--- src/core/fmc_pkg.sv ---
package fmc_pkg;

  localparam int unsigned CLK_HZ        = 20_000_000;
  localparam int unsigned CLK_PERIOD_NS = 50;
  localparam int unsigned LOW_TONE_HZ   = 1200;
  localparam int unsigned HIGH_TONE_HZ  = 2200;
  localparam int unsigned STEPS_COARSE  = 32;
  localparam int unsigned STEPS_FINE    = 128;
  localparam int unsigned ACC_W         = 26;
  localparam int unsigned INCR_W        = 19;

  localparam logic [7:0]  ADDR_CFG_IDX    = 8'h0e;
  localparam logic [7:0]  ADDR_STATUS_IDX = 8'h0d;
  localparam logic [15:0] CFG_RESET       = 16'h0040;
  localparam logic [1:0]  CFG_RSVD_ZERO   = 2'h0;
  localparam logic [13:0] MIDCODE         = 14'h2000;
  localparam logic [5:0]  AMP_BASE        = 6'h10;
  localparam logic [6:0]  STEP_FINE_INC   = 7'h01;
  localparam logic [6:0]  STEP_COARSE_INC = 7'h04;

  typedef struct packed {
    logic       highToneOnly;
    logic [1:0] reserved;
    logic       externalLoopbackSel;
    logic       rxHighOrderFilterEn;
    logic       rxExternalFilterEn;
    logic       txWaveResolution;
    logic [4:0] txAmplitudeCode;
    logic       modemEnable;
    logic       internalLoopbackEn;
    logic       txBufferHizIdle;
    logic       requestToSend;
  } fmc_cfg_t;

  typedef enum logic [1:0] {
    RX_FROM_LINE,
    RX_FROM_INTERNAL,
    RX_FROM_EXT_FILTER
  } fmc_rx_path_t;

  typedef struct packed {
    logic        cyc;
    logic        stb;
    logic        we;
    logic [9:0]  adr;
    logic [3:0]  sel;
    logic [31:0] dat;
  } fmc_wb_req_t;

  typedef struct packed {
    logic        ack;
    logic [31:0] dat;
  } fmc_wb_rsp_t;

endpackage : fmc_pkg

--- src/core/fmc_step_gen.sv ---
`timescale 1ns/1ps
`default_nettype none
// Emits one-cycle step pulses at an average rate of stepRate Hz with no drift.
module fmc_step_gen #(
  parameter int unsigned CLK_HZ = fmc_pkg::CLK_HZ
) (
  // Clock and reset
  input  wire logic                       clk,
  input  wire logic                       rst,
  // Rate control
  input  wire logic                       run,
  input  wire logic [fmc_pkg::INCR_W-1:0] stepRate,
  // Step enable
  output logic                            stepPulse
);

  typedef struct packed {
    logic [fmc_pkg::ACC_W-1:0] acc;
    logic                      pulse;
  } fmc_step_state_t;

  localparam logic [fmc_pkg::ACC_W-1:0] LIMIT = fmc_pkg::ACC_W'(CLK_HZ);

  fmc_step_state_t st_ff;
  fmc_step_state_t nxt_st;

  always_comb begin
    logic [fmc_pkg::ACC_W-1:0] sum;
    sum = st_ff.acc + fmc_pkg::ACC_W'(stepRate);
    nxt_st = st_ff;
    nxt_st.pulse = 1'b0;
    if (!run) begin
      nxt_st.acc = '0;
    end else if (sum >= LIMIT) begin
      nxt_st.acc   = sum - LIMIT;
      nxt_st.pulse = 1'b1;
    end else begin
      nxt_st.acc = sum;
    end
  end

  always_ff @(posedge clk) begin
    if (rst) begin
      st_ff <= '0;
    end else begin
      st_ff <= nxt_st;
    end
  end

  assign stepPulse = st_ff.pulse;

endmodule : fmc_step_gen
`default_nettype wire

--- src/core/fmc_sine_rom.sv ---
`timescale 1ns/1ps
`default_nettype none
// Quarter-wave sine table folded to a 128-step period, registered read.
module fmc_sine_rom (
  // Clock
  input  wire logic              clk,
  // Read port
  input  wire logic [6:0]        phase,
  output logic signed [7:0]      sample
);

  localparam logic [7:0] TABLE [32] = '{
    8'h00, 8'h06, 8'h0c, 8'h13, 8'h19, 8'h1f, 8'h25, 8'h2b,
    8'h31, 8'h36, 8'h3c, 8'h41, 8'h47, 8'h4c, 8'h51, 8'h55,
    8'h5a, 8'h5e, 8'h62, 8'h66, 8'h6a, 8'h6d, 8'h70, 8'h73,
    8'h75, 8'h78, 8'h7a, 8'h7b, 8'h7d, 8'h7e, 8'h7f, 8'h7f};

  logic signed [7:0] sample_ff;
  logic signed [7:0] nxt_sample;

  always_comb begin
    logic [4:0] idx;
    logic [7:0] mag;
    idx = phase[5] ? ~phase[4:0] : phase[4:0];
    mag = TABLE[idx];
    nxt_sample = phase[6] ? -$signed(mag) : $signed(mag);
  end

  always_ff @(posedge clk) begin
    sample_ff <= nxt_sample;
  end

  assign sample = sample_ff;

endmodule : fmc_sine_rom
`default_nettype wire

--- src/core/fmc_modem_cfg.sv ---
// Our own choices: the address map and the Wishbone register port.
`timescale 1ns/1ps
`default_nettype none
module fmc_modem_cfg (
  // Clock and reset
  input  wire logic                  clk,
  input  wire logic                  rst,
  // Register bus
  input  wire fmc_pkg::fmc_wb_req_t  wbReq,
  output fmc_pkg::fmc_wb_rsp_t       wbRsp,
  // Modem datapath status
  input  wire logic                  carrierDetect,
  input  wire logic                  txFifoEmpty,
  input  wire logic                  txBit,
  // Transmit output buffer
  output logic [13:0]                modulatorOutputPin,
  output logic                       modulatorOutputEn,
  // Receive and transmit control
  output logic                       txEnable,
  output logic                       rxEnable,
  output logic                       rxHighOrderFilterEn,
  output fmc_pkg::fmc_rx_path_t      receivePath,
  output logic                       externalLoopbackSel
);

  typedef struct packed {
    fmc_pkg::fmc_cfg_t     cfg;
    logic                  ack;
    logic [31:0]           rdat;
    logic                  txActive;
    logic [6:0]            phase;
    logic [13:0]           sample;
    logic                  outEn;
    fmc_pkg::fmc_rx_path_t rxPath;
  } fmc_cfg_state_t;

  localparam logic [15:0] STEP_COARSE_LOW  = 16'(fmc_pkg::LOW_TONE_HZ * fmc_pkg::STEPS_COARSE);
  localparam logic [15:0] STEP_FINE_LOW_HI = 16'h0;
  localparam logic [fmc_pkg::INCR_W-1:0] RATE_LO_C =
    fmc_pkg::INCR_W'(fmc_pkg::LOW_TONE_HZ * fmc_pkg::STEPS_COARSE);
  localparam logic [fmc_pkg::INCR_W-1:0] RATE_HI_C =
    fmc_pkg::INCR_W'(fmc_pkg::HIGH_TONE_HZ * fmc_pkg::STEPS_COARSE);
  localparam logic [fmc_pkg::INCR_W-1:0] RATE_LO_F =
    fmc_pkg::INCR_W'(fmc_pkg::LOW_TONE_HZ * fmc_pkg::STEPS_FINE);
  localparam logic [fmc_pkg::INCR_W-1:0] RATE_HI_F =
    fmc_pkg::INCR_W'(fmc_pkg::HIGH_TONE_HZ * fmc_pkg::STEPS_FINE);

  fmc_cfg_state_t              st_ff;
  fmc_cfg_state_t              nxt_st;
  logic                        toneHigh;
  logic [fmc_pkg::INCR_W-1:0]  stepRate;
  logic                        stepPulse;
  logic signed [7:0]           romData;
  logic signed [14:0]          product;
  logic [7:0]                  regIdx;
  logic                        busReq;
  logic                        cfgWrite;

  assign busReq   = wbReq.cyc & wbReq.stb;
  assign regIdx   = wbReq.adr[9:2];
  assign cfgWrite = st_ff.ack & busReq & wbReq.we & (regIdx == fmc_pkg::ADDR_CFG_IDX);

  // Space tone when real FIFO data carries a zero or highToneOnly is set; otherwise an empty FIFO idles on mark.
  always_comb begin
    toneHigh = st_ff.cfg.highToneOnly | (~txFifoEmpty & ~txBit);
    case ({st_ff.cfg.txWaveResolution, toneHigh})
      2'b00:   stepRate = RATE_LO_C;
      2'b01:   stepRate = RATE_HI_C;
      2'b10:   stepRate = RATE_LO_F;
      default: stepRate = RATE_HI_F;
    endcase
  end

  fmc_step_gen #(
    .CLK_HZ    (fmc_pkg::CLK_HZ)
  ) u_step (
    .clk       (clk),
    .rst       (rst),
    .run       (st_ff.txActive),
    .stepRate  (stepRate),
    .stepPulse (stepPulse)
  );

  fmc_sine_rom u_rom (
    .clk    (clk),
    .phase  (st_ff.phase),
    .sample (romData)
  );

  // Amplitude scale of 16 + code gives 25 mVpp per code on a 400 mVpp base.
  assign product = romData * $signed({1'b0, fmc_pkg::AMP_BASE + {1'b0, st_ff.cfg.txAmplitudeCode}});

  always_comb begin
    logic signed [14:0] level;
    logic [15:0]        wrVal;
    level  = $signed({1'b0, fmc_pkg::MIDCODE}) + product;
    wrVal  = st_ff.cfg;
    nxt_st = st_ff;

    // Classic Wishbone: ack one cycle after the strobe, dropped the cycle after.
    nxt_st.ack = busReq & ~st_ff.ack;
    if (busReq & ~st_ff.ack & ~wbReq.we) begin
      case (regIdx)
        fmc_pkg::ADDR_CFG_IDX:    nxt_st.rdat = {16'h0000, st_ff.cfg};
        fmc_pkg::ADDR_STATUS_IDX: nxt_st.rdat = {29'h0, toneHigh, carrierDetect, st_ff.txActive};
        default:                  nxt_st.rdat = 32'h0000_0000;
      endcase
    end else begin
      nxt_st.rdat = 32'h0000_0000;
    end

    if (cfgWrite) begin
      if (wbReq.sel[0]) begin
        wrVal[7:0] = wbReq.dat[7:0];
      end
      if (wbReq.sel[1]) begin
        wrVal[15:8] = wbReq.dat[15:8];
      end
      nxt_st.cfg          = wrVal;
      nxt_st.cfg.reserved = fmc_pkg::CFG_RSVD_ZERO;
    end

    // Modulation starts only with no carrier on the line, then holds until released.
    nxt_st.txActive = st_ff.cfg.modemEnable & st_ff.cfg.requestToSend
                    & (st_ff.txActive | ~carrierDetect);

    if (!st_ff.txActive) begin
      nxt_st.phase = 7'h00;
    end else if (stepPulse) begin
      nxt_st.phase = st_ff.phase + (st_ff.cfg.txWaveResolution ? fmc_pkg::STEP_FINE_INC
                                                              : fmc_pkg::STEP_COARSE_INC);
    end

    nxt_st.sample = st_ff.txActive ? level[13:0] : fmc_pkg::MIDCODE;
    nxt_st.outEn  = st_ff.txActive | ~st_ff.cfg.txBufferHizIdle;

    if (st_ff.cfg.rxExternalFilterEn) begin
      nxt_st.rxPath = fmc_pkg::RX_FROM_EXT_FILTER;
    end else if (st_ff.cfg.internalLoopbackEn & ~st_ff.cfg.externalLoopbackSel) begin
      nxt_st.rxPath = fmc_pkg::RX_FROM_INTERNAL;
    end else begin
      nxt_st.rxPath = fmc_pkg::RX_FROM_LINE;
    end
  end

  always_ff @(posedge clk) begin
    if (rst) begin
      st_ff        <= '0;
      st_ff.cfg    <= fmc_pkg::CFG_RESET;
      st_ff.sample <= fmc_pkg::MIDCODE;
      st_ff.outEn  <= 1'b1;
      st_ff.rxPath <= fmc_pkg::RX_FROM_LINE;
    end else begin
      st_ff <= nxt_st;
    end
  end

  assign wbRsp.ack           = st_ff.ack;
  assign wbRsp.dat           = st_ff.rdat;
  assign modulatorOutputPin  = st_ff.sample;
  assign modulatorOutputEn   = st_ff.outEn;
  assign txEnable            = st_ff.cfg.modemEnable;
  assign rxEnable            = st_ff.cfg.modemEnable;
  assign rxHighOrderFilterEn = st_ff.cfg.rxHighOrderFilterEn;
  assign externalLoopbackSel = st_ff.cfg.externalLoopbackSel;
  assign receivePath         = st_ff.rxPath;
endmodule : fmc_modem_cfg
`default_nettype wire

--- config.mk ---
export PLATFORM = sky130hd
export DESIGN_NAME = fmc_modem_cfg
export DESIGN_NICKNAME = d
export VERILOG_FILES = /design/src/core/fmc_pkg.sv /design/src/core/fmc_step_gen.sv /design/src/core/fmc_sine_rom.sv /design/src/core/fmc_modem_cfg.sv
export SDC_FILE = /design/constraint.sdc
export NUM_CORES = 1
export LEC_CHECK = 0
export ABC_AREA = 0
export ABC_CLOCK_PERIOD_IN_PS = 10200
export CORE_MARGIN = 2
export CORE_UTILIZATION = 60
export DETAILED_ROUTE_END_ITERATION = 8
export DONT_BUFFER_PORTS = 1
export PLACE_DENSITY = 0.8
export SKIP_CTS_REPAIR_TIMING = 1
export SLEW_MARGIN = 20
export SYNTH_ARGS = -nofsm -noshare
export SYNTH_HDL_FRONTEND = slang
export SYNTH_SLANG_ARGS = --single-unit
export TNS_END_PERCENT = 30
--- constraint.sdc ---
create_clock -name clk -period 10.2 [get_ports clk]
set_input_delay 2.04 -clock clk [delete_from_list [all_inputs] [get_ports clk]]
set_output_delay 2.04 -clock clk [all_outputs]
set_load 0.05 [all_outputs]
Word level (Yosys, flattened, before mapping)
Memories as Yosys holds them, arrays and structs flattened.
Index checks and enable logic that the tools add are counted.
W data, S select, Z words.
- register bits: 107
- ROM bits: 256
- input port bits: 54
- output and inout bits: 54
- memories: 1
- add/sub/neg operators: 6
- multipliers: 1
- magnitude comparators: 2
- equal/unequal tests: 4
- muxes and demuxes: 11
- bitwise logic cells: 24
- reduce and logical (&&, ||, !) cells: 6
- memory list (name ; depth ; width ; read ports ; clocked after Yosys merged registers in ; wr ports ; RTL line ; RTL):
    (no name shown) ; 32 ; 8 ; 1 ; 0 ; 0 ; fmc_sine_rom.sv:25 ; mag = TABLE[idx];
- operators with widths (cell ; number):
    $pmux W19 S3 ; 1
    $pmux W16 S2 ; 1
    $add A26 B19 Y26 ; 1
    $ge A26 B25 Y1 const B ; 1
    $mux W26 ; 1
    $sub A26 B25 Y26 const B ; 1
    $mux W8 ; 3
    $eq A8 B4 Y1 const B ; 2
    $add A14 B14 Y14 const A ; 1
    $mul A8 B7 Y14 ; 1
    $and A1 B1 Y1 ; 10
    $not A1 Y1 ; 9
    $neg A8 Y8 ; 1
    $add A7 B3 Y7 ; 1
    $add A5 B5 Y6 const A ; 1
    $ge A6 B6 Y1 const B ; 1
    $not A5 Y6 ; 1
    $reduce_or A2 Y1 ; 3
    $mux W5 ; 1
    $not A5 Y5 ; 1
    $reduce_and A2 Y1 ; 2
    $mux W3 ; 1
    $or A1 B1 Y1 ; 3
    $eq A2 B1 Y1 const B ; 1
    other kinds (4) ; 5

Depth between registers and ports, before layout
- depth after elaboration: 8
- depth in mapped cells: 19

Modules after synthesis
A second synthesis with hierarchy kept.
- cells, all modules: 951
- area, all modules: 7957.6 µm²
- modules (own cells, without submodules) (module ; times used ; cells an instance ; area an instance (µm²)):
    fmc_modem_cfg ; 1 ; 444 ; 4036.4
    fmc_step_gen ; 1 ; 374 ; 2880.3
    fmc_sine_rom ; 1 ; 133 ; 1041.0

Worst setup path before layout
Ideal clock, no wire load.
- kind: in2reg
- start: input port txBit
- end: register u_step.st_ff[12] (netlist name)
- library setup time: 0.087 ns
- data arrival time: 5.239 ns
- required time: 10.113 ns
- setup slack: 4.874 ns
- cell stages on the path: 16
- buffers on the path: 1
- path through: nor2_1 or2_2 ha_1 ha_1 inv_1 fa_1 nand2b_1 a21oi_1 o211ai_1 a21boi_0 mux2_2 a31oi_1 o31a_1 buf_2 nor2_1 o31ai_1
- longest elaborated chain between the ends: 8
- elaborated cells on any way between the ends: 11
- those cells by class: 2 x add/sub; 1 x order compare; 2 x eq/ne; 2 x mux; 3 x bitwise; 1 x reduce/logical
- RTL lines (what ; RTL line ; RTL):
    start: declaration ; fmc_modem_cfg.sv:14 ; input wire logic txBit,
    $not A1 Y1 (*) ; fmc_modem_cfg.sv:65 ; toneHigh = st_ff.cfg.highToneOnly | (~txFifoEmpty & ~txBit);
    $and A1 B1 Y1 (*) ; fmc_modem_cfg.sv:65 ;
    $or A1 B1 Y1 (*) ; fmc_modem_cfg.sv:65 ;
    $eq A2 B2 Y1 (tied with other cells) ; fmc_modem_cfg.sv:66 ; case ({st_ff.cfg.txWaveResolution, toneHigh})
    $pmux W19 S3 (*) ; fmc_modem_cfg.sv:66 ;
    $add A26 B19 Y26 (*) ; fmc_step_gen.sv:29 ; sum = st_ff.acc + fmc_pkg::ACC_W'(stepRate);
    $sub A26 B25 Y26 / $ge A26 B25 Y1 (equally long branches) ; fmc_step_gen.sv:35, fmc_step_gen.sv:34 ;
    $mux W26 (*) ; fmc_step_gen.sv:34 ; end else if (sum >= LIMIT) begin
    end signal: assignment ; fmc_step_gen.sv:46 ; st_ff <= nxt_st;
    end: declaration ; fmc_step_gen.sv:24 ; fmc_step_state_t st_ff;
Mark *: on every way between the ends. The rest lies on a longest branch, timed or not.
A chain may end at the register's enable or synchronous reset.

Worst setup path in the final report
- start: input port txBit
- end: register u_step.st_ff[22] (netlist name)
The elaborated chain is that of the path after synthesis.

==> results.tsv <==
stage	metric	value	unit
power	power density relative to cell area	91.3	nW/µm²
power	combinational power share	4.3	%
power	share of power burned in the clock network	42.2	%
synth	Post-Syn Area per Cell	8.51	µm²
synth	asr flop ratio synth	0	%
placed_design	Port-buffer cells	0	
floorplan	core area	10700	µm²
power	cell leakage power	2.99	nW
global_route	vias in the first global route	4654	
timing	final critical path time including I/O delays and setup	5.83	ns
floorplan	Site Rows	38	
worst_setup_path	slowest stage cell on the critical path	o31a_1	
floorplan	Boundary Pins	108	
worst_setup_path	Req. time, crit path	10.44	ns
detailed_routing	remaining routing DRC violations	0	
detailed_routing	Metal-1 WL	5720	µm
timing	Slew Limit Fails	0	
worst_setup_path	Top Family by Delay on Critical Path	compound AO/OA/AOI/OAI gates	
min_path	Hold Path Class	reg2reg	
synth	Post-synth top flop	dfxtp_1	
timing	pin slew with the least headroom to its limit	1.04	ns
clocking	total CTS buffers	9	
min_path	hold path cells	1	
worst_setup_path	number of gates on the worst path with buffers counted	15	
worst_setup_path	Buf+Inv Stages, Crit Path	1	
detailed_routing	Initial DRC Count	373	
cells_and_area	final-layout fill cell count	899	
worst_setup_path	Critical Path Source	txBit	
synth	cell type contributing the most total cell area after synthesis	dfxtp_1	
worst_setup_path	arrival time at the worst endpoint	6.07	ns
floorplan	die outline width	108	µm
clocking	CTS tree	done	
run	max-cap check violation count	0	
worst_setup_path	cell breakdown of the critical path	nor2_1 > or2_2 > ha_1 > ha_1 > inv_1 > fa_1 > nand2b_1 > a21oi_1 > o211ai_1 > a21boi_0 > mux2_2 > a31oi_1 > o31a_1 > or4_1 > a21oi_1	
detailed_routing	detailed route wirelength on metal2	6430	µm
detailed_routing	number of iterations in the first detailed-routing pass	7	
worst_setup_path	maximum net fanout on the critical path	17	
clocking	CTS H-Tree Depth	3	
synth	instance count of the mapped netlist	765	
synth	number of warnings issued by yosys	0	
timing	Setup Skew	0.0133	ns
detailed_routing	count of antenna-violating nets left after detailed routing	0	
clocking	clock tree root buffer cell	clkbuf_8	
cells_and_area	net count reported at finish	856	
clocking	maximum clock path buffer count	2	
synth	cells taking the most area after synthesis	dfxtp_1 25%, ha_1 12%, fa_1 8.6%, buf_4 5.8%, xnor2_1 3.8%	
worst_setup_path	Critical path destination	u_step.st_ff[22]	
global_route	all-layer global routing usage	22.4	%
worst_setup_path	reg-to-reg endpoint	modulatorOutputPin[13]	
timing	WHS	0.460	ns
worst_setup_path	category of the worst setup path launch point	primary input	
clocking	sink count of the clock tree	81	
cells_and_area	Area growth, synth to finish	-0.557	%
cells_and_area	design area	6470	µm²
clocking	clock-pin slew on the worst setup and hold paths	0.10	ns
synth	top cells by count, synth	81 x dfxtp_1, 63 x nor2_1, 62 x inv_1, 61 x ha_1, 51 x nand2_1	
synth	sequential-to-total area share from yosys stat	24.9	%
global_route	wire length of the first global-routing pass	21200	µm
synth	share of the synthesized area in the top cell type	24.9	%
placed_design	placed wire-length estimate	9880	µm
power	register share of total power	53.6	%
synth	distinct cell type count after synthesis	67	
timing	total negative slack for setup checks	0	ns
detailed_routing	vias post-DR	4922	
worst_setup_path	class of the most critical setup path	in2reg	
power	Psw	0.153	mW
detailed_routing	Routed WL	12900	µm
worst_setup_path	CP peak stage delay	0.61	ns
detailed_routing	Routed wire per std cell	15.1	µm
synth	most common cell in the synthesized netlist	dfxtp_1	
synth	post-synthesis instance area	6510	µm²
timing	Max transition margin	30.4	%
cells_and_area	fraction of final layout cells sized beyond drive strength 1	5.85	%
timing	RSZ-0062 raised after global routing	false	
worst_setup_path	R2R depth	17	
timing	period utilisation layout	57.2	%
clocking	clock latency reported for the late side of the worst-skew pair	0.35	ns
synth	flops & latches, synth	81	
outcome	run status	completed	
floorplan	overall die height	108	µm
cells_and_area	number of antenna repair diodes	0	
power	maximum vdd drop	0.0699	mV
detailed_routing	met3 wire length	653	µm
detailed_routing	max layer used	met4	
timing	total setup violations reported at the end of the flow	0	
global_route	largest net degree at the start of global routing	38	
worst_setup_path	type of element capturing the critical path	flip-flop	
worst_setup_path	reg2reg setup slack	5.47	ns
floorplan	floorplan die area	11700	µm²
synth	EDFF count, synth	0	
floorplan	starting utilization of the core area	60.9	%
worst_setup_path	worst r2r src	st_ff[64]	
global_route	total grt overflow	0	
detailed_routing	post-DR vias/cell	5.74	
power	switching part of the total power	25.9	%
power	P_int	0.438	mW
placed_design	Post-DP Area	6260	µm²
global_route	number of antenna violations at the first check in global routing	0	
timing	final hold violation count	0	
timing	top achievable clock speed	0.171	GHz
placed_design	final weighted congestion in routability-driven placement	0.884	
[cells in the final DEF, fill, tap and decap left out, types with 4 or more instances in the layout]
cell type,instances
nor3_1,14
nand4_1,5
fa_1,28
and2_1,39
nand2b_1,5
inv_1,62
nor2b_1,10
xor2_1,18
and3_1,8
nand3_1,10
o211ai_1,5
o21bai_1,5
o31ai_1,4
nor3b_1,4
mux2_2,9
clkbuf_8,9
or3_1,4
nor2_1,63
a21o_1,9
mux2i_1,19
ha_1,61
nand2_1,51
o21ai_0,29
a31oi_1,7
dfxtp_1,80
conb_1,19
a21oi_1,45
xnor2_1,28
a211o_1,5
[kinds of logic after synthesis]
kind of cell	count (synthesis)	share of synthesized area, %
other cells	1	0.0576
flops	81	24.9
mux	28	4.48
fa+ha+maj	89	20.3
compound gates	145	14.9
buf+inv	145	11.3
simple gates	230	17.9
xor+xnor	46	6.19
[metal layers]
| layer | global-route usage, % | vias up |
|---|---|---|
| li1 | - | 2422 |
| met1 | 28.4 | 2340 |
| met2 | 39.6 | 144 |
| met3 | 3.74 | 16 |
| met4 | 5.86 | 0 |
| met5 | 0 | - |
[flip-flops by register name, indices dropped and copies added (netlist names)]
register	flops
externalLoopbackSel	1
modulatorOutputEn	1
modulatorOutputPin	14
receivePath	2
rxEnable	1
rxHighOrderFilterEn	1
st_ff	19
u_rom.sample	8
u_step.st_ff	18
u_step.stepPulse	1
wbRsp	15
[how the worst min path moves through the flow]
stage / slack (ns) / to / startpoint
after CTS: 0.46 / st_ff[24] / st_ff[58]
final: 0.46 / modulatorOutputEn / st_ff[59]
after floorplan: 0.37 / modulatorOutputEn / st_ff[59]
after global routing: 0.48 / modulatorOutputEn / st_ff[59]
after global placement: 0.38 / modulatorOutputEn / st_ff[59]
after detailed placement: 0.44 / modulatorOutputEn / st_ff[59]
[layout make-up]
type                       count  area, µm²  share of cell area (%)
multi-input combinational    557       4220                    65.2
sequential                    81       1620                    25.1
inverter                      63        236                    3.65
tap                          140        175                    2.71
clock buffer                   9        124                    1.91
clock inverter                 7       85.1                    1.31
timing repair buffer           1       7.51                   0.116
[metrics by stage]
step	instances	power, mW	util (%)	setup WS (ns)
final	858	0.591	60.5	4.37
after global routing	858	0.610	60.5	4.04
after CTS	858	0.596	60.5	4.46
after detailed placement	842	0.349	58.6	4.12
after global placement	842	0.349	58.6	4.23
after floorplan	783	0.354	-	4.87
[power groups by stage]
stage / logic, mW / clock network, mW / registers [mW]
after floorplan: 0.0301 / 0 / 0.324
after global placement: 0.0246 / 0 / 0.324
after detailed placement: 0.0249 / 0 / 0.324
after CTS: 0.0250 / 0.254 / 0.317
after global routing: 0.0267 / 0.266 / 0.317
final: 0.0253 / 0.249 / 0.317
Power figures use the tool's default switching activity.
